## src/hdl/sysctl_defines.svh

```systemverilog
// Sub-addresses, bit positions, reset values and colour levels of the system control bank.
// Assumes it is included by bare name; it holds definitions only.
`ifndef SYSCTL_DEFINES_SVH
`define SYSCTL_DEFINES_SVH

// Register sub-addresses
`define SUB_DEVICE_VERSION 8'h02
`define SUB_CHIP_CONTROL 8'h03
`define SUB_VSYNC_DELAY_LOW 8'h7c
`define SUB_PIXEL_COUNT_HIGH 8'h7d
`define SUB_PIXEL_COUNT_LOW 8'h7e
`define SUB_LINE_COUNT_HIGH_FORMAT 8'h7f
`define SUB_LINE_COUNT_LOW 8'h80
`define SUB_TIMING_POLARITY 8'h82
`define SUB_COPY_HEADER 8'h83
`define SUB_COPY_PAYLOAD_HIGH 8'h84
`define SUB_COPY_PAYLOAD_LOW 8'h85
`define SUB_PPL_LOW 8'h86
`define SUB_PPL_HIGH 8'h87
`define SUB_LPF_LOW 8'h88
`define SUB_LPF_HIGH 8'h89

// Chip control bit positions
`define CTL_DIRECT_CLOCK 7
`define CTL_DLL_BYPASS 6
`define CTL_COLOUR_BARS 5
`define CTL_LOW_RANGE 4
`define CTL_DAC_POWER_DOWN 3
`define CTL_CHIP_POWER_DOWN 2
`define CTL_MASTER_SELECT 1
`define CTL_SOFT_RESET_N 0

// Timing polarity control bit positions
`define POL_EMBEDDED_TIMING 5
`define POL_VSYNC_OUT 4
`define POL_HSYNC_OUT 3

// Reset values and read masks
`define RST_CHIP_CONTROL 8'h01
`define RST_ZERO_BYTE 8'h00
`define MASK_COPY_HEADER 8'h7f
`define MASK_COPY_PAYLOAD_HIGH 8'h3f

// Colour bar levels
`define BAR_LEVEL_HIGH 10'h3ff
`define BAR_LEVEL_LOW 10'h000

`endif

```

## src/hdl/sysctl_pkg.sv

```systemverilog
// Types shared by the system control bank and its serial port.
// Assumes the defines header is available for the constants.
package sysctl_pkg;

	// Clock scheme steering toward the clock generator
	typedef struct packed {
		logic dll_enable;
		logic pin_is_2x_clock;
		logic direct_mode;
		logic dll_low_range;
		logic interp_2x_allowed;
		logic half_rate_enable;
	} clock_cfg_type;

	// Measurements reported by the second timing generator
	typedef struct packed {
		logic [15:0] pixel_count;
		logic input_format;
		logic [10:0] line_count;
		logic [15:0] pixels_per_line;
		logic [15:0] lines_per_frame;
	} measure_type;

	// One pixel, three converter channels
	typedef struct packed {
		logic [9:0] ch_r;
		logic [9:0] ch_g;
		logic [9:0] ch_b;
	} pixel_type;

	// One register write from the serial port
	typedef struct packed {
		logic wr;
		logic [7:0] addr;
		logic [7:0] wdata;
	} reg_write_type;

	// Serial port states, one-hot
	typedef enum logic [8:0] {
		SP_IDLE = 9'b0_0000_0001,
		SP_DEVADDR = 9'b0_0000_0010,
		SP_ACK_ADDR = 9'b0_0000_0100,
		SP_SUBADDR = 9'b0_0000_1000,
		SP_ACK_SUB = 9'b0_0001_0000,
		SP_WRDATA = 9'b0_0010_0000,
		SP_ACK_WR = 9'b0_0100_0000,
		SP_RDDATA = 9'b0_1000_0000,
		SP_ACK_RD = 9'b1_0000_0000
	} serial_state_type;

endpackage

```

## src/hdl/serial_mgmt_port.sv

```systemverilog
// Serial management port: two-wire slave with sub-address pointer and auto-increment on reads.
// Assumes scl and sda_in are synchronous to clk_sys and slow against it.
`timescale 1ns/10ps
`default_nettype none

module serial_mgmt_port #(
	parameter logic [6:0] DEV_ADDR = 7'h20
) (
	input wire logic clk_sys,
	input wire logic nrst,
	input wire logic clk_en,
	input wire logic scl,
	input wire logic sda_in,
	output logic sda_out,
	output logic sda_oe_n,
	output logic [7:0] rd_addr,
	input wire logic [7:0] rd_data,
	output sysctl_pkg::reg_write_type reg_write
);
	import sysctl_pkg::*;

	serial_state_type state_q; // Protocol state
	logic scl_prev_q; // Previous scl for edges
	logic sda_prev_q; // Previous sda for start and stop
	logic [3:0] bit_cnt_q; // Bits taken in this byte
	logic [7:0] shift_q; // Receive shifter
	logic [7:0] tx_q; // Transmit shifter
	logic [7:0] ptr_q; // Sub-address pointer
	logic read_q; // Direction of this transfer
	logic nack_q; // Master refused the last byte
	logic scl_rise, scl_fall, start_seen, stop_seen;

	assign scl_rise = scl && !scl_prev_q;
	assign scl_fall = !scl && scl_prev_q;
	assign start_seen = scl && scl_prev_q && sda_prev_q && !sda_in;
	assign stop_seen = scl && scl_prev_q && !sda_prev_q && sda_in;
	assign rd_addr = ptr_q;
	assign sda_out = 1'b0;

	////////////////////////////////////////////////////////////////////////////////
	// Line history
	always_ff @(posedge clk_sys or negedge nrst) begin
		if (!nrst) begin
			scl_prev_q <= 1'b1;
			sda_prev_q <= 1'b1;
		end else if (clk_en) begin
			scl_prev_q <= scl;
			sda_prev_q <= sda_in;
		end
	end

	////////////////////////////////////////////////////////////////////////////////
	// Protocol engine; start and stop override any bit in flight
	always_ff @(posedge clk_sys or negedge nrst) begin
		if (!nrst) begin
			state_q <= SP_IDLE;
			bit_cnt_q <= 4'h0;
			shift_q <= 8'h00;
			tx_q <= 8'h00;
			ptr_q <= 8'h00;
			read_q <= 1'b0;
			nack_q <= 1'b0;
		end else if (clk_en) begin
			if (start_seen) begin
				state_q <= SP_DEVADDR;
				bit_cnt_q <= 4'h0;
			end else if (stop_seen) begin
				state_q <= SP_IDLE;
			end else if (scl_rise) begin
				// Receivers sample on the rising edge
				if (state_q == SP_DEVADDR || state_q == SP_SUBADDR || state_q == SP_WRDATA) begin
					shift_q <= {shift_q[6:0], sda_in};
					bit_cnt_q <= bit_cnt_q + 4'h1;
				end
				if (state_q == SP_ACK_RD) begin
					nack_q <= sda_in;
				end
			end else if (scl_fall) begin
				case (state_q)
					SP_DEVADDR: begin
						if (bit_cnt_q == 4'h8) begin
							// Foreign address: stay off the line until next start
							state_q <= (shift_q[7:1] == DEV_ADDR) ? SP_ACK_ADDR : SP_IDLE;
							read_q <= shift_q[0];
						end
					end
					SP_ACK_ADDR: begin
						bit_cnt_q <= 4'h0;
						if (read_q) begin
							state_q <= SP_RDDATA;
							tx_q <= rd_data;
						end else begin
							state_q <= SP_SUBADDR;
						end
					end
					SP_SUBADDR: begin
						if (bit_cnt_q == 4'h8) begin
							state_q <= SP_ACK_SUB;
							ptr_q <= shift_q;
						end
					end
					SP_ACK_SUB, SP_ACK_WR: begin
						state_q <= SP_WRDATA;
						bit_cnt_q <= 4'h0;
					end
					SP_WRDATA: begin
						if (bit_cnt_q == 4'h8) begin
							state_q <= SP_ACK_WR;
						end
					end
					SP_RDDATA: begin
						if (bit_cnt_q == 4'h7) begin
							state_q <= SP_ACK_RD;
							ptr_q <= ptr_q + 8'h01;
						end else begin
							tx_q <= {tx_q[6:0], 1'b0};
							bit_cnt_q <= bit_cnt_q + 4'h1;
						end
					end
					SP_ACK_RD: begin
						bit_cnt_q <= 4'h0;
						if (nack_q) begin
							state_q <= SP_IDLE;
						end else begin
							state_q <= SP_RDDATA;
							tx_q <= rd_data;
						end
					end
					default: begin
						state_q <= SP_IDLE;
					end
				endcase
			end
		end
	end

	////////////////////////////////////////////////////////////////////////////////
	// Write strobe: one cycle, at the fall that closes a data byte; the pointer holds
	always_ff @(posedge clk_sys or negedge nrst) begin
		if (!nrst) begin
			reg_write <= '0;
		end else if (clk_en) begin
			reg_write.wr <= 1'b0;
			if (scl_fall && !start_seen && !stop_seen && state_q == SP_WRDATA
				&& bit_cnt_q == 4'h8) begin
				reg_write.wr <= 1'b1;
				reg_write.addr <= ptr_q;
				reg_write.wdata <= shift_q;
			end
		end
	end

	////////////////////////////////////////////////////////////////////////////////
	// Open-drain drive: enable low pulls sda low
	always_ff @(posedge clk_sys or negedge nrst) begin
		if (!nrst) begin
			sda_oe_n <= 1'b1;
		end else if (clk_en) begin
			case (state_q)
				SP_ACK_ADDR, SP_ACK_SUB, SP_ACK_WR: sda_oe_n <= 1'b0;
				SP_RDDATA: sda_oe_n <= tx_q[7];
				default: sda_oe_n <= 1'b1;
			endcase
		end
	end

endmodule

`default_nettype wire

```

## src/hdl/system_control_regs.sv

```systemverilog
// System control bank: version readback, chip control, timing and copy-management storage,
// clock scheme steering, power-down, soft reset, master timing and colour bars.
// Assumes clk_sys is the pixel clock and all pins are synchronous to it.
`include "sysctl_defines.svh"
`timescale 1ns/10ps
`default_nettype none

module system_control_regs #(
	parameter logic [6:0] DEV_ADDR = 7'h20, // Serial slave address
	parameter logic [7:0] VERSION_CODE = 8'h5a, // Arbitrary value
	parameter int unsigned H_ACTIVE = 640, // Active pixels per line, master timing
	parameter int unsigned H_SYNC_START = 656, // First hsync pixel
	parameter int unsigned H_SYNC_END = 752, // First pixel after hsync
	parameter int unsigned H_TOTAL = 800, // Pixels per line
	parameter int unsigned V_ACTIVE = 480, // Active lines per frame
	parameter int unsigned V_SYNC_START = 490, // First vsync line
	parameter int unsigned V_SYNC_END = 492, // First line after vsync
	parameter int unsigned V_TOTAL = 525 // Lines per frame
) (
	input wire logic clk_sys,
	input wire logic nrst,
	input wire logic clk_en,
	input wire logic scl,
	input wire logic sda_in,
	output logic sda_out,
	output logic sda_oe_n,
	input wire logic pc_graphics_mode,
	input wire logic half_rate_request,
	input wire sysctl_pkg::measure_type measure,
	input wire sysctl_pkg::pixel_type video_in,
	output sysctl_pkg::pixel_type video_out,
	output sysctl_pkg::clock_cfg_type clock_cfg,
	output logic dac_power_down,
	output logic logic_power_down,
	output logic func_reset_n,
	output logic master_active,
	output logic sync_from_embedded,
	output logic hsync_out,
	output logic vsync_out,
	output logic data_request
);
	import sysctl_pkg::*;

	localparam int unsigned BAR_WIDTH = H_ACTIVE / 8; // Pixels per colour bar

	////////////////////////////////////////////////////////////////////////////////
	// Declarations

	reg_write_type reg_write; // Write strobe from the serial port
	logic [7:0] rd_addr; // Sub-address the serial port reads
	logic [7:0] rd_data; // Byte returned for rd_addr
	logic [7:0] chip_control_q; // Chip control byte
	logic [7:0] vsync_delay_low_q; // Vertical sync input delay, low byte
	logic [7:0] timing_polarity_q; // Timing generator polarity control
	logic [7:0] copy_header_q; // Copy-management enable and header
	logic [7:0] copy_payload_high_q; // Copy-management payload, high part
	logic [7:0] copy_payload_low_q; // Copy-management payload, low part
	logic func_run; // Functional logic may advance
	logic bars_active; // Colour bar generator owns the video path
	logic [11:0] h_cnt_q; // Master horizontal position
	logic [11:0] v_cnt_q; // Master vertical position
	logic [11:0] bar_px_q; // Pixels into the current bar
	logic [2:0] bar_idx_q; // Current bar number
	logic h_active, v_active; // Inside the active window
	logic h_sync, v_sync; // Sync intervals, active high
	logic [9:0] bar_r, bar_g, bar_b; // Colour of the current bar

	////////////////////////////////////////////////////////////////////////////////
	// Serial management port; it runs on clk_en alone so power-down and soft reset
	// never lock software out
	serial_mgmt_port #(
		.DEV_ADDR(DEV_ADDR)
	) u_port (
		.clk_sys(clk_sys),
		.nrst(nrst),
		.clk_en(clk_en),
		.scl(scl),
		.sda_in(sda_in),
		.sda_out(sda_out),
		.sda_oe_n(sda_oe_n),
		.rd_addr(rd_addr),
		.rd_data(rd_data),
		.reg_write(reg_write)
	);

	////////////////////////////////////////////////////////////////////////////////
	// Chip control register: soft reset reads one after power-up, the rest zero
	always_ff @(posedge clk_sys or negedge nrst) begin
		if (!nrst) begin
			chip_control_q <= `RST_CHIP_CONTROL;
		end else if (clk_en) begin
			if (reg_write.wr && reg_write.addr == `SUB_CHIP_CONTROL) begin
				chip_control_q <= reg_write.wdata;
			end
		end
	end

	////////////////////////////////////////////////////////////////////////////////
	// Timing and copy-management storage; soft reset leaves all of it untouched
	always_ff @(posedge clk_sys or negedge nrst) begin
		if (!nrst) begin
			vsync_delay_low_q <= `RST_ZERO_BYTE;
			timing_polarity_q <= `RST_ZERO_BYTE;
			copy_header_q <= `RST_ZERO_BYTE;
			copy_payload_high_q <= `RST_ZERO_BYTE;
			copy_payload_low_q <= `RST_ZERO_BYTE;
		end else if (clk_en && reg_write.wr) begin
			case (reg_write.addr)
				`SUB_VSYNC_DELAY_LOW: vsync_delay_low_q <= reg_write.wdata;
				`SUB_TIMING_POLARITY: timing_polarity_q <= reg_write.wdata;
				// Reserved bits are dropped so they always read zero
				`SUB_COPY_HEADER: copy_header_q <= reg_write.wdata & `MASK_COPY_HEADER;
				`SUB_COPY_PAYLOAD_HIGH: begin
					copy_payload_high_q <= reg_write.wdata & `MASK_COPY_PAYLOAD_HIGH;
				end
				`SUB_COPY_PAYLOAD_LOW: copy_payload_low_q <= reg_write.wdata;
				default: begin
					// Read-only and unmapped sub-addresses ignore writes
				end
			endcase
		end
	end

	////////////////////////////////////////////////////////////////////////////////
	// Read multiplexer; unmapped sub-addresses answer zero
	always_comb begin
		case (rd_addr)
			`SUB_DEVICE_VERSION: rd_data = VERSION_CODE;
			`SUB_CHIP_CONTROL: rd_data = chip_control_q;
			`SUB_VSYNC_DELAY_LOW: rd_data = vsync_delay_low_q;
			`SUB_PIXEL_COUNT_HIGH: rd_data = measure.pixel_count[15:8];
			`SUB_PIXEL_COUNT_LOW: rd_data = measure.pixel_count[7:0];
			`SUB_LINE_COUNT_HIGH_FORMAT: begin
				rd_data = {measure.input_format, 4'h0, measure.line_count[10:8]};
			end
			`SUB_LINE_COUNT_LOW: rd_data = measure.line_count[7:0];
			`SUB_TIMING_POLARITY: rd_data = timing_polarity_q;
			`SUB_COPY_HEADER: rd_data = copy_header_q;
			`SUB_COPY_PAYLOAD_HIGH: rd_data = copy_payload_high_q;
			`SUB_COPY_PAYLOAD_LOW: rd_data = copy_payload_low_q;
			`SUB_PPL_LOW: rd_data = measure.pixels_per_line[7:0];
			`SUB_PPL_HIGH: rd_data = measure.pixels_per_line[15:8];
			`SUB_LPF_LOW: rd_data = measure.lines_per_frame[7:0];
			`SUB_LPF_HIGH: rd_data = measure.lines_per_frame[15:8];
			default: rd_data = `RST_ZERO_BYTE;
		endcase
	end

	////////////////////////////////////////////////////////////////////////////////
	// Clock scheme steering, registered so the clock generator sees clean levels.
	// Direct mode wins over the bypass bit: both feed the pin through, but only
	// direct mode also withdraws 2x interpolation.
	always_ff @(posedge clk_sys or negedge nrst) begin
		if (!nrst) begin
			clock_cfg <= '0;
		end else if (clk_en) begin
			clock_cfg.direct_mode <= chip_control_q[`CTL_DIRECT_CLOCK];
			clock_cfg.interp_2x_allowed <= !chip_control_q[`CTL_DIRECT_CLOCK];
			clock_cfg.dll_enable <= !chip_control_q[`CTL_DIRECT_CLOCK]
				&& !chip_control_q[`CTL_DLL_BYPASS];
			clock_cfg.pin_is_2x_clock <= chip_control_q[`CTL_DIRECT_CLOCK]
				|| chip_control_q[`CTL_DLL_BYPASS];
			clock_cfg.dll_low_range <= chip_control_q[`CTL_LOW_RANGE];
			// Half-rate stays available in every clock mode
			clock_cfg.half_rate_enable <= half_rate_request;
		end
	end

	////////////////////////////////////////////////////////////////////////////////
	// Power, reset and mode levels
	always_ff @(posedge clk_sys or negedge nrst) begin
		if (!nrst) begin
			dac_power_down <= 1'b0;
			logic_power_down <= 1'b0;
			func_reset_n <= 1'b0;
			master_active <= 1'b0;
			sync_from_embedded <= 1'b0;
		end else if (clk_en) begin
			dac_power_down <= chip_control_q[`CTL_DAC_POWER_DOWN];
			logic_power_down <= chip_control_q[`CTL_CHIP_POWER_DOWN];
			func_reset_n <= chip_control_q[`CTL_SOFT_RESET_N];
			// Master needs PC-graphics timing; otherwise the device stays slave
			master_active <= chip_control_q[`CTL_MASTER_SELECT] && pc_graphics_mode;
			sync_from_embedded <= timing_polarity_q[`POL_EMBEDDED_TIMING];
		end
	end

	// Functional logic halts under chip power-down and is held under soft reset
	assign func_run = clk_en && !chip_control_q[`CTL_CHIP_POWER_DOWN];
	assign bars_active = chip_control_q[`CTL_COLOUR_BARS] && master_active;

	////////////////////////////////////////////////////////////////////////////////
	// Master raster counters; cleared while the soft reset bit is low or in slave mode
	always_ff @(posedge clk_sys or negedge nrst) begin
		if (!nrst) begin
			h_cnt_q <= 12'h000;
			v_cnt_q <= 12'h000;
		end else if (func_run) begin
			if (!chip_control_q[`CTL_SOFT_RESET_N] || !master_active) begin
				h_cnt_q <= 12'h000;
				v_cnt_q <= 12'h000;
			end else if (h_cnt_q == 12'(H_TOTAL - 1)) begin
				h_cnt_q <= 12'h000;
				v_cnt_q <= (v_cnt_q == 12'(V_TOTAL - 1)) ? 12'h000 : v_cnt_q + 12'h001;
			end else begin
				h_cnt_q <= h_cnt_q + 12'h001;
			end
		end
	end

	assign h_active = h_cnt_q < 12'(H_ACTIVE);
	assign v_active = v_cnt_q < 12'(V_ACTIVE);
	assign h_sync = h_cnt_q >= 12'(H_SYNC_START) && h_cnt_q < 12'(H_SYNC_END);
	assign v_sync = v_cnt_q >= 12'(V_SYNC_START) && v_cnt_q < 12'(V_SYNC_END);

	////////////////////////////////////////////////////////////////////////////////
	// Timing toward the external memory; silent in slave mode, where sync comes in
	always_ff @(posedge clk_sys or negedge nrst) begin
		if (!nrst) begin
			hsync_out <= 1'b0;
			vsync_out <= 1'b0;
			data_request <= 1'b0;
		end else if (func_run) begin
			if (master_active && chip_control_q[`CTL_SOFT_RESET_N]) begin
				// Polarity bit set means active high sync out
				hsync_out <= !(h_sync ^ timing_polarity_q[`POL_HSYNC_OUT]);
				vsync_out <= !(v_sync ^ timing_polarity_q[`POL_VSYNC_OUT]);
				// No request while bars run: the source is ignored anyway
				data_request <= h_active && v_active && !bars_active;
			end else begin
				hsync_out <= 1'b0;
				vsync_out <= 1'b0;
				data_request <= 1'b0;
			end
		end
	end

	////////////////////////////////////////////////////////////////////////////////
	// Bar position: a pixel counter per bar avoids a divider in the pixel path
	always_ff @(posedge clk_sys or negedge nrst) begin
		if (!nrst) begin
			bar_px_q <= 12'h000;
			bar_idx_q <= 3'h0;
		end else if (func_run) begin
			if (!h_active || !chip_control_q[`CTL_SOFT_RESET_N]) begin
				bar_px_q <= 12'h000;
				bar_idx_q <= 3'h0;
			end else if (bar_px_q == 12'(BAR_WIDTH - 1)) begin
				bar_px_q <= 12'h000;
				bar_idx_q <= bar_idx_q + 3'h1;
			end else begin
				bar_px_q <= bar_px_q + 12'h001;
			end
		end
	end

	// Bars run white, yellow, cyan, green, magenta, red, blue, black
	always_comb begin
		bar_g = bar_idx_q[2] ? `BAR_LEVEL_LOW : `BAR_LEVEL_HIGH;
		bar_r = bar_idx_q[1] ? `BAR_LEVEL_LOW : `BAR_LEVEL_HIGH;
		bar_b = bar_idx_q[0] ? `BAR_LEVEL_LOW : `BAR_LEVEL_HIGH;
	end

	////////////////////////////////////////////////////////////////////////////////
	// Video path: bars replace the inputs, blanked outside the active window; plain inputs pass whole
	always_ff @(posedge clk_sys or negedge nrst) begin
		if (!nrst) begin
			video_out <= '0;
		end else if (func_run) begin
			if (!chip_control_q[`CTL_SOFT_RESET_N]) begin
				video_out <= '0;
			end else if (bars_active) begin
				if (h_active && v_active) begin
					video_out <= '{ch_r: bar_r, ch_g: bar_g, ch_b: bar_b};
				end else begin
					video_out <= '0;
				end
			end else begin
				video_out <= video_in;
			end
		end
	end

endmodule

`default_nettype wire

```

## config.mk

```make
export PLATFORM = sky130hd
export DESIGN_NAME = system_control_regs
export DESIGN_NICKNAME = d
export VERILOG_FILES = /design/src/hdl/sysctl_pkg.sv /design/src/hdl/serial_mgmt_port.sv /design/src/hdl/system_control_regs.sv
export VERILOG_INCLUDE_DIRS = /design/src /design/src/hdl
export SDC_FILE = /design/constraint.sdc
export NUM_CORES = 1
export LEC_CHECK = 0
export BUFFER_PORTS_ARGS = -buffer_cell sky130_fd_sc_hd__buf_4
export CORE_UTILIZATION = 60
export CTS_BUF_LIST = sky130_fd_sc_hd__clkbuf_8 sky130_fd_sc_hd__clkbuf_16
export CTS_CLUSTER_SIZE = 12
export DETAILED_ROUTE_END_ITERATION = 7
export GPL_ROUTABILITY_DRIVEN = 0
export MAX_ROUTING_LAYER = met4
export PLACE_DENSITY = 0.86
export SLEW_MARGIN = 10
export SYNTH_ARGS = -nofsm -noshare
export SYNTH_HDL_FRONTEND = slang
export SYNTH_SLANG_ARGS = --single-unit
export TNS_END_PERCENT = 50
```

## constraint.sdc

```tcl
create_clock -name clk_sys -period 5.2 [get_ports clk_sys]
set_input_delay 0.26 -clock clk_sys [delete_from_list [all_inputs] [get_ports clk_sys]]
set_output_delay 0.26 -clock clk_sys [all_outputs]
set_load 0.1 [all_outputs]
```

# Yosys cells after proc, flatten, opt, wreduce, memory -nomap -nowiden
# Cells that the tools add are included.
# totals
reg_bits,187
input_bits,97
out_inout_bits,46
elab_cells,220
# classes
add_sub_neg,6
n_lt_le_gt_ge,6
eq_ne,48
n_mux,47
bitwise_logic,5
reduce_logical,68
# op_table
operator,n
one-hot mux 8 bit (15 select lines),1
"equality test 8 bit, second input constant",13
2-to-1 mux 30 bit,3
2-to-1 mux 12 bit,7
2-to-1 mux 9 bit,8
one-hot mux 9 bit (7 select lines),1
2-to-1 mux 8 bit,7
"equality test 8 x 7 -> 1 bit, second input constant",5
"adder 12 x 1 -> 12 bit, second input constant",3
2-to-1 mux 10 bit,3
"equality test 12 x 10 -> 1 bit, second input constant",2
"equality test 8 x 2 -> 1 bit, second input constant",3
"< comparator 12 x 10 -> 1 bit, second input constant",2
"< comparator 12 x 9 -> 1 bit, second input constant",2
2-to-1 mux 4 bit,6
one-hot mux 8 bit (3 select lines),1
logical AND 1 bit,22
AND reduction 2 bit,9
2-to-1 mux 17 bit,1
"inequality test 4 x 2 -> 1 bit, second input constant",4
one-hot mux 8 bit (2 select lines),1
logical NOT 1 bit,15
AND reduction 7 bit,2
"equality test 12 x 7 -> 1 bit, second input constant",1
other kinds (37),58

# Longest topological paths before layout
# Gate-level depths: netlist of the first run.
# logic_depth
word_depth,9
mapped_depth,10

# Hierarchy
# A second synthesis of the first run with hierarchy kept.
# hier_totals
hier_cells,941
area_unflattened_um2,9709.3
# by_module_without_submodules
module,n_inst,cells_each,area_per_inst_um2,seq_area_each_um2
system_control_regs,1,636,6603.8,3204.3
serial_mgmt_port,1,305,3105.5,1481.4

# Least setup slack after synthesis of the first run
# Ideal clock, no wire load.
# synth_path
path_kind,register -> register
from,register h_cnt_q[6]
to,register v_cnt_q[9]
setup_time_ns,0.103
arrival_time_ns,2.185
t_required_ns,5.097
slack_ns,2.912
path_stages_with_launch,7
path_buffers,1
synth_period_minus_slack_ns,2.288
cell_sequence,dfrtp_1 or4_4 o41ai_4 nand2_4 or2_1 buf_6 o41ai_2
# synth_via
elab_chain_cells,3
# synth_lines
item,line_no,source
"start, declared",system_control_regs.sv:60,logic [11:0] h_cnt_q;
"start signal, assigned",system_control_regs.sv:206,h_cnt_q <= h_cnt_q + 12'h001;
equality test 12 x 10 -> 1 bit,system_control_regs.sv:202,end else if (h_cnt_q == 12'(H_TOTAL - 1)) begin
nonzero test 2 bit (no source line),n/a,
AND reduction 2 bit (no source line),n/a,
"end signal, assigned",system_control_regs.sv:204,v_cnt_q <= (v_cnt_q == 12'(V_TOTAL - 1)) ? 12'h000 : v_cnt_q + 12'h001;
"end, declared",system_control_regs.sv:61,logic [11:0] v_cnt_q;
# Every way passes these cells.
# A chain may end at the register's enable or synchronous reset.

# Final worst setup path of the first run
# layout_path
from,"register u_port.ptr_q[7], in the netlist u_port.rd_addr[7]"
to,register u_port.tx_q[2]
# layout_via
elab_chain_cells,4
elab_cells_between_ends,19
cone_classes,eq/ne (15); mux (4)
# layout_lines
item,line_no,source
"start, declared",serial_mgmt_port.sv:28,logic [7:0] ptr_q;
"start signal, assigned",serial_mgmt_port.sv:99,ptr_q <= shift_q;
"start signal, assigned",serial_mgmt_port.sv:114,ptr_q <= ptr_q + 8'h01;
"equality test 8 bit, or another cell as far along",system_control_regs.sv:127,case (rd_addr)
one-hot mux 8 bit (15 select lines) *,system_control_regs.sv:127,
2-to-1 mux 8 bit (on tied branches),"serial_mgmt_port.sv:122, serial_mgmt_port.sv:89",
one-hot mux 8 bit (3 select lines) *,serial_mgmt_port.sv:79,case (state_q)
"end signal, assigned",serial_mgmt_port.sv:91,tx_q <= rd_data;
"end signal, assigned",serial_mgmt_port.sv:116,"tx_q <= {tx_q[6:0], 1'b0};"
"end signal, assigned",serial_mgmt_port.sv:126,tx_q <= rd_data;
"end, declared",serial_mgmt_port.sv:27,logic [7:0] tx_q;
# Mark *: on every way between the ends. The rest lies on a longest branch, timed or not. The select of a mux whose other input is x is not followed.

==> results.md, run 1 <==
- Gr usage total: 0.335
- Worst min-delay path class: in2reg
- Synth Flop Type: dfrtp_1
- Post-CTS Setup Inserts: 0
- DPL Wire Length: 17700 um
- Synth top cells by count: dfrtp_1, o21ai_0, nand2_1
- Vias per inst: between 6 and 7
- Layout cells sized above 1: 0.256
- Num CTS Buffers: 17
- DRC: 0
- Die height: approximately 130 um
- Net Count, Synth: between 1000 and 1500
- Vias after detailed routing: around 8300
- Top cells by area, synth: dfrtp_1, mux2_2, o21ai_0
- CTS sink cnt: between 150 and 200
- Max IR drop VDD: roughly 250 uV
- Largest net degree at the start of global routing: just over 80
- Hold WS: around 0.07 ns
- Worst R2R Start: u_port.rd_addr[7]
- Post-CTS Resized: 0
- Sequential cell area: ~0.0047 mm^2
- Pwr/cell area: 275 mW/mm^2
- Status: finished clean
- Ports: around 140
- 1st-pass router iterations: 6
- CP required: roughly 5.5 ns
- Ys Warns: 0
- # rows: 45
- Skew-Pair Late Insertion Delay: between 0.4 and 0.5 ns
- WL final: approximately 26000 um
- Post-CTS Hold Buffers: 1
- Finish-stage setup viols: 0
- CTS tree: yes
- Vias in the first global route: 8028
- Avg WL per Cell: 19.5 um
- Final count of hold timing violations: 0
- Fmax: 350 MHz
- Worst-Margin Slew: between 1 and 1.5 ns
- CP Capture Type: flop
- First-pass GRT wire length: 41400 um
- Int Power: ~0.0024 W
- Global route overflow: 0
- Clock Pin Slew Worst Setup and Hold Paths: 0.07 ns
- Die X-Extent: approximately 130 um
- Max Fanout on Critical Path: 13
- Sequential Power Share: 0.487
- Root buf cell: clkbuf_16
- Async S/R FF share, synth: 1.00
- RSZ-0062 raised after global routing: no
- WS Path Type: reg2reg
- Synth Area in XOR/XNOR: 0.0146
- Worst min-delay path startpoint: half_rate_request
- Dominant cell type by area after synthesis: dfrtp_1
- # nets final: 1198
- Mapped Cells: 978
- Initial Util: 0.624
- Slew margin rel.: 0.230
- Synth Area in Compound Gates: 0.164
- Top-count cell post-synth: dfrtp_1
- Mux contribution to synthesized area: 0.105
- Port buffer count: around 140
- MaxCap Viol Count: 0
- CORE AREA: about 0.015 mm^2
- Min cycle time layout: roughly 2.9 ns
- Initial antenna violation count: 0
- Syn_area_per_cell: a little under 10 um^2
- Area growth from synthesis to layout: 18.5%
- Die Area: 0.0165 mm^2
- Sequential fraction of the synthesis area: 0.487
- Sw Pwr: ~0.00075 W
- Clk_skew: just under 0.01 ns
- Clock power frac: 0.435
- Leakage Power: roughly 5.2 nW
- Setup TNS: 0 ns
- CTS H-tree depth: 4
- Ant diodes: 0
- Initial DRC Count: 914
- Logic pwr share: 0.079
- Worst Setup Start Kind: flop
- CTS Buffer Depth: 2
- Critical path launch point: u_port.rd_addr[7]
- Adder-Cell Fraction of Synth Area: 0.0156
- Final slew viol count: 0
- CP Data Arrival Time: roughly 3.2 ns
- Cell Area, Synth: 0.00962 mm^2
- Tcrit/Tclk final: 0.549
- Switching share of power: 0.238
- Share of the synthesized area in the top cell type: 0.473
- Largest family of logic cells by synthesized area: simple AND/OR/NAND/NOR gates
- Distinct cells, synth: 67
- Simple-gate share of the synthesized area: 0.180
- Antenna Violating Nets Remaining: 0
- #FFs+latches synth: ~190
- Number of enable flip-flop cells after synthesis: 0
- Fillers: around 1100
- Multi-input combinational cell area: 0.00462 mm^2
==> cell type report <==
type / instances / area share
multi-input combinational: 710 / 0.406
inverter: 25 / 0.00823
timing repair buffer: 148 / 0.0982
clock buffer: 17 / 0.0373
sequential: 187 / 0.411
clock inverter: 15 / 0.0162
tap: 211 / 0.0232
==> logic make-up (layout without fill, tap and decap cells) <==
logic type	count (synthesis)	count (layout)
muxes	90	90
and+or+nand+nor	348	348
DFF	187	187
xor gates and xnor gates	16	16
buffers and inverters	81	205
adders and majority gates	12	12
AOI/OAI and AO/OA	243	243
other	1	1
==> stage by stage <==
| step | cell area [um^2] | setup slack (ns) | std cells | util | total power [W] |
|---|---|---|---|---|---|
| after floorplan | 9620 | 2.91 | 978 | - | 0.00167 |
| after global placement | 10800 | 2.56 | 1280 | 0.699 | 0.00179 |
| after detailed placement | 10800 | 2.48 | 1280 | 0.699 | 0.00180 |
| after CTS | 11400 | 2.41 | 1313 | 0.739 | 0.00314 |
| after global routing | 11400 | 2.07 | 1313 | 0.739 | 0.00324 |
| final | 11400 | 2.35 | 1313 | 0.739 | 0.00314 |
==> path summary, 6_finish.rpt <==
path,end,slack [ns],cells after the start
min reg2reg,u_port.sda_oe_n,0.48,2
max reg2reg,u_port.tx_q[2],2.35,6
max,u_port.tx_q[2],2.35,6
min,clock_cfg[0],0.07,2
min in group asynchronous,hsync_out,0.33,2
max in group asynchronous,u_port.bit_cnt_q[3],3.55,3
==> power by group through the flow <==
stage	clock network, W	logic (W)	registers [W]
detailed placement	0	0.000245	0.00155
finish	0.00136	0.000246	0.00153
global placement	0	0.000239	0.00155
CTS	0.00137	0.000248	0.00153
global route	0.00143	0.000273	0.00153
floorplan	0	0.000111	0.00156
==> state kept, by name (all words and copies together) (netlist names), 3 cells and up <==
signal	count
video_out	30
u_port.reg_write	17
bar_px_q	12
h_cnt_q	12
v_cnt_q	12
u_port.state_q	9
chip_control_q	8
copy_payload_low_q	8
timing_polarity_q	8
u_port.rd_addr	8
u_port.shift_q	8
u_port.tx_q	8
vsync_delay_low_q	8
copy_header_q	7
clock_cfg	6
copy_payload_high_q	6
u_port.bit_cnt_q	4
bar_idx_q	3
==> cells in the final DEF (no fill, tap or decap), types with 8 or more instances in the layout <==
master / instances
nand4_1: 16
o21ai_0: 116
a22o_1: 10
a21oi_1: 19
nor2b_1: 10
xor2_1: 10
nor2_1: 72
o22ai_1: 12
o31ai_1: 8
buf_4: 146
nor3_1: 26
ha_1: 12
and3_1: 10
nand3_1: 32
mux2_2: 85
dfrtp_1: 182
a22oi_1: 22
inv_1: 30
nand2b_1: 14
nand2_1: 107
clkbuf_16: 17
nor4_1: 11
==> routing by layer <==
metal  global-route usage  wire length, um  vias to the layer above
li1                     -                -                     3786
met1                0.433            10400                     3983
met2                0.515            12100                      455
met3               0.0778             2420                       72
met4                0.130              745                        0
met5                    -                0                        -
==> worst max-delay path, cell delays in order (launching register included) <==
cell and delay [ns]:
dfrtp_1 0.60, or4b_1 0.70, nor3_1 0.81, nand3_1 0.16, o2111ai_1 0.16, nor4_1 0.08
o31ai_1 0.26
(Power assumes the default switching activity.)
==> run 2, diff against run 1 <==
CORE_UTILIZATION = 52   (was 60)
PLACE_DENSITY = 0.8   (was 0.86)
clock period = 2.3 ns   (was 5.2 ns; I/O delays follow)
==> results.md, run 2 (synthesized netlist as in run 1, its figures left out) <==
- Status: finished clean
- Antenna Violating Nets Remaining: 0 (unchanged)
- Root buf cell: clkbuf_16
- Max IR drop VDD: 555 uV (+120%)
- RSZ-0062 raised after global routing: no
- DPL Wire Length: 18700 um (+5.6%)
- CTS sink cnt: 187 (unchanged)
- Initial DRC Count: 858 (-6.1%)
- WHS Endpoint: video_out[8]
- Tcrit/Tclk final: 0.955 (+0.406)
- Clk_skew: 0.0124 ns (+0.00271 ns)
- Gr usage total: 0.300 (-0.0350)
- Vias after detailed routing: 8663 (+4.4%)
- CP Capture Type: flop
- Avg WL per Cell: 19.2 um (-1.5%)
- Port buffer count: 141 (unchanged)
- Vias per inst: 6.11 (-3.2%)
- Commonest cells after routing, fill and taps aside: buf_4, dfrtp_1, o21ai_0
- Slowest CP cell: or4b_1
- Fmax: 455 MHz (+30%)
- Vias in the first global route: 8417 (+4.8%)
- Placed inst area: 0.0112 mm^2 (+4.3%)
- Max Fanout on Critical Path: 11 (-2)
- WL final: 27200 um (+6.3%)
- Hold depth: 3 (+1)
- Worst min-delay path class: in2reg
- # rows: 49 (+8.9%)
- Peak per-stage delay on the critical path: 0.71 ns (-0.10 ns)
- Final Cell Area: 0.0122 mm^2 (+7.4%)
- Leakage Power: 5.60 nW (+8.4%)
- Design Power: 0.00712 W (+130%)
- Pwr/cell area: 582 mW/mm^2 (+110%)
- Most common cell after layout, fill and taps aside: buf_4
- Ant diodes: 0 (unchanged)
- CTS tree: yes
- Min cycle time layout: 2.20 ns (-0.657 ns)
- Hold WS: 0.0360 ns (-0.0322 ns)
- Final count of hold timing violations: 0 (unchanged)
- Global route overflow: 0 (unchanged)
- Largest Register: video_out
- Clock Pin Slew Worst Setup and Hold Paths: 0.07 ns (about the same)
- # nets final: 1284 (+7.2%)
- Layout cells sized above 1: 0.296 (+0.0404)
- CTS Buffer Depth: 2 (unchanged)
- CP Data Arrival Time: 2.55 ns (-0.64 ns)
- Slew margin rel.: 0.578 (+0.349)
- Initial antenna violation count: 0 (unchanged)
- CORE AREA: 0.0180 mm^2 (+17%)
- MaxCap Viol Count: 0 (unchanged)
- Critical path launch point: u_port.rd_addr[4]
- R2R Path End: u_port.tx_q[2]
- 1st-pass router iterations: 6 (unchanged)
- Final slew viol count: 0 (unchanged)
- Crit path max-delay family: simple AND/OR/NAND/NOR gates
- Finish-stage setup viols: 0 (unchanged)
- Largest net degree at the start of global routing: 68 (-16%)
- Worst min-delay path startpoint: video_in[8]
- Worst-Margin Slew: 0.626 ns (-0.519 ns)
- Worst Setup Start Kind: flop
- Ports: 143 (unchanged)
- Worst R2R Start: u_port.rd_addr[4]
- Max reg flops: 30 (unchanged)
- Reg-to-reg slack, setup: 0.10 ns (-2.24 ns)
- Worst-path cell chain: or4b_1 -> nor2_1 -> buf_4 -> a22o_1 -> a22o_1 -> nor4_1 -> o31ai_1
- Setup TNS: 0 ns (unchanged)
- CP Buf/Inv Count: 1 (+1)
- Skew-Pair Late Insertion Delay: 0.45 ns (about the same)
- First-pass GRT wire length: 44200 um (+6.7%)
- Top flop regs: video_out (30), u_port.reg_write (17)
- Num CTS Buffers: 17 (unchanged)
- WS Path Type: reg2reg
- Reg2Reg Depth: 7 (+1)
- Initial Util: 0.534 (-0.0899)
- Cell mode on critical path: a22o_1
- CTS H-tree depth: 4 (unchanged)
- Area growth from synthesis to layout: 27.2%
- DRC: 0 (unchanged)
- Die X-Extent: 138 um (+7.3%)
- Die height: 138 um (+7.3%)
- CP required: 2.65 ns (-2.89 ns)
- Die Area: 0.0191 mm^2 (+15%)
## run 2: changes by cell type in the layout (fill, tap and decap cells not counted), moves of 2 or more
cell	change
clkinvlp_4	-3
nor3_2	+3
buf_12	+4
clkinv_2	+2
bufinv_16	-2
nor3_1	-3
dlygate4sd3_1	+33
inv_1	-5
buf_4	+48
inv_6	+5
## run 2: final cells by class
class	instances	area [um^2]
Fill cell	1341	5790
Timing Repair Buffer	234	1900
Clock inverter	14	158
Tap cell	229	287
Multi-Input combinational cell	710	4670
Clock buffer	18	439
Inverter	25	93.8
Sequential cell	187	4690
## run 2: layer usage
layer / share of wire / GRT usage / wire (um) / vias up
li1: - / - / - / 3977
met1: 0.41 / 0.387 / 11200 / 4149
met2: 0.47 / 0.464 / 12900 / 443
met3: 0.078 / 0.0634 / 2140 / 94
met4: 0.037 / 0.119 / 1010 / 0
met5: 0 / - / 0 / -
## run 2: tightest hold or removal path, stage by stage
cell	delay (ns)
buf_4	0.11
nor2_1	0.09
o21ai_0	0.10
## run 2: power breakdown
group	internal [W]	total (W)	leakage [nW]	switching, W
Combinational	0.000296	0.000635	2.75	0.000339
Sequential	0.00336	0.00346	2.55	0.000102
Clock	0.00166	0.00302	0.290	0.00136
Total	0.00531	0.00712	5.60	0.00180
## run 2: metrics by stage
| stage | instances | utilization | setup WS (ns) |
|---|---|---|---|
| after floorplan | 978 | - | 0.0117 |
| after global placement | 1351 | 0.624 | 0.0944 |
| after detailed placement | 1351 | 0.624 | 0.0610 |
| after CTS | 1417 | 0.676 | 0.0179 |
| after global routing | 1417 | 0.679 | 0.00302 |
| final | 1417 | 0.679 | 0.103 |
## run 2: how the worst max path moves through the flow
stage / end / slack, ns / cells after the start
2_1_floorplan: v_cnt_q[9] / 0.01 / 6
3_3_place_gp: v_cnt_q[2] / 0.09 / 7
3_5_place_dp: v_cnt_q[11] / 0.06 / 7
4_1_cts: u_port.rd_addr[7] / 0.02 / 5
5_1_grt: v_cnt_q[11] / 0.003 / 7
6_report: u_port.tx_q[2] / 0.10 / 7
## run 2: what timing repair did
action | CTS | global route
endpoints found under the setup margin | 0 | 37
setup buffers | 0 | 0
hold buffers | 34 | 0
resized for setup | 0 | 15
endpoints found under the hold margin | 96 | 0
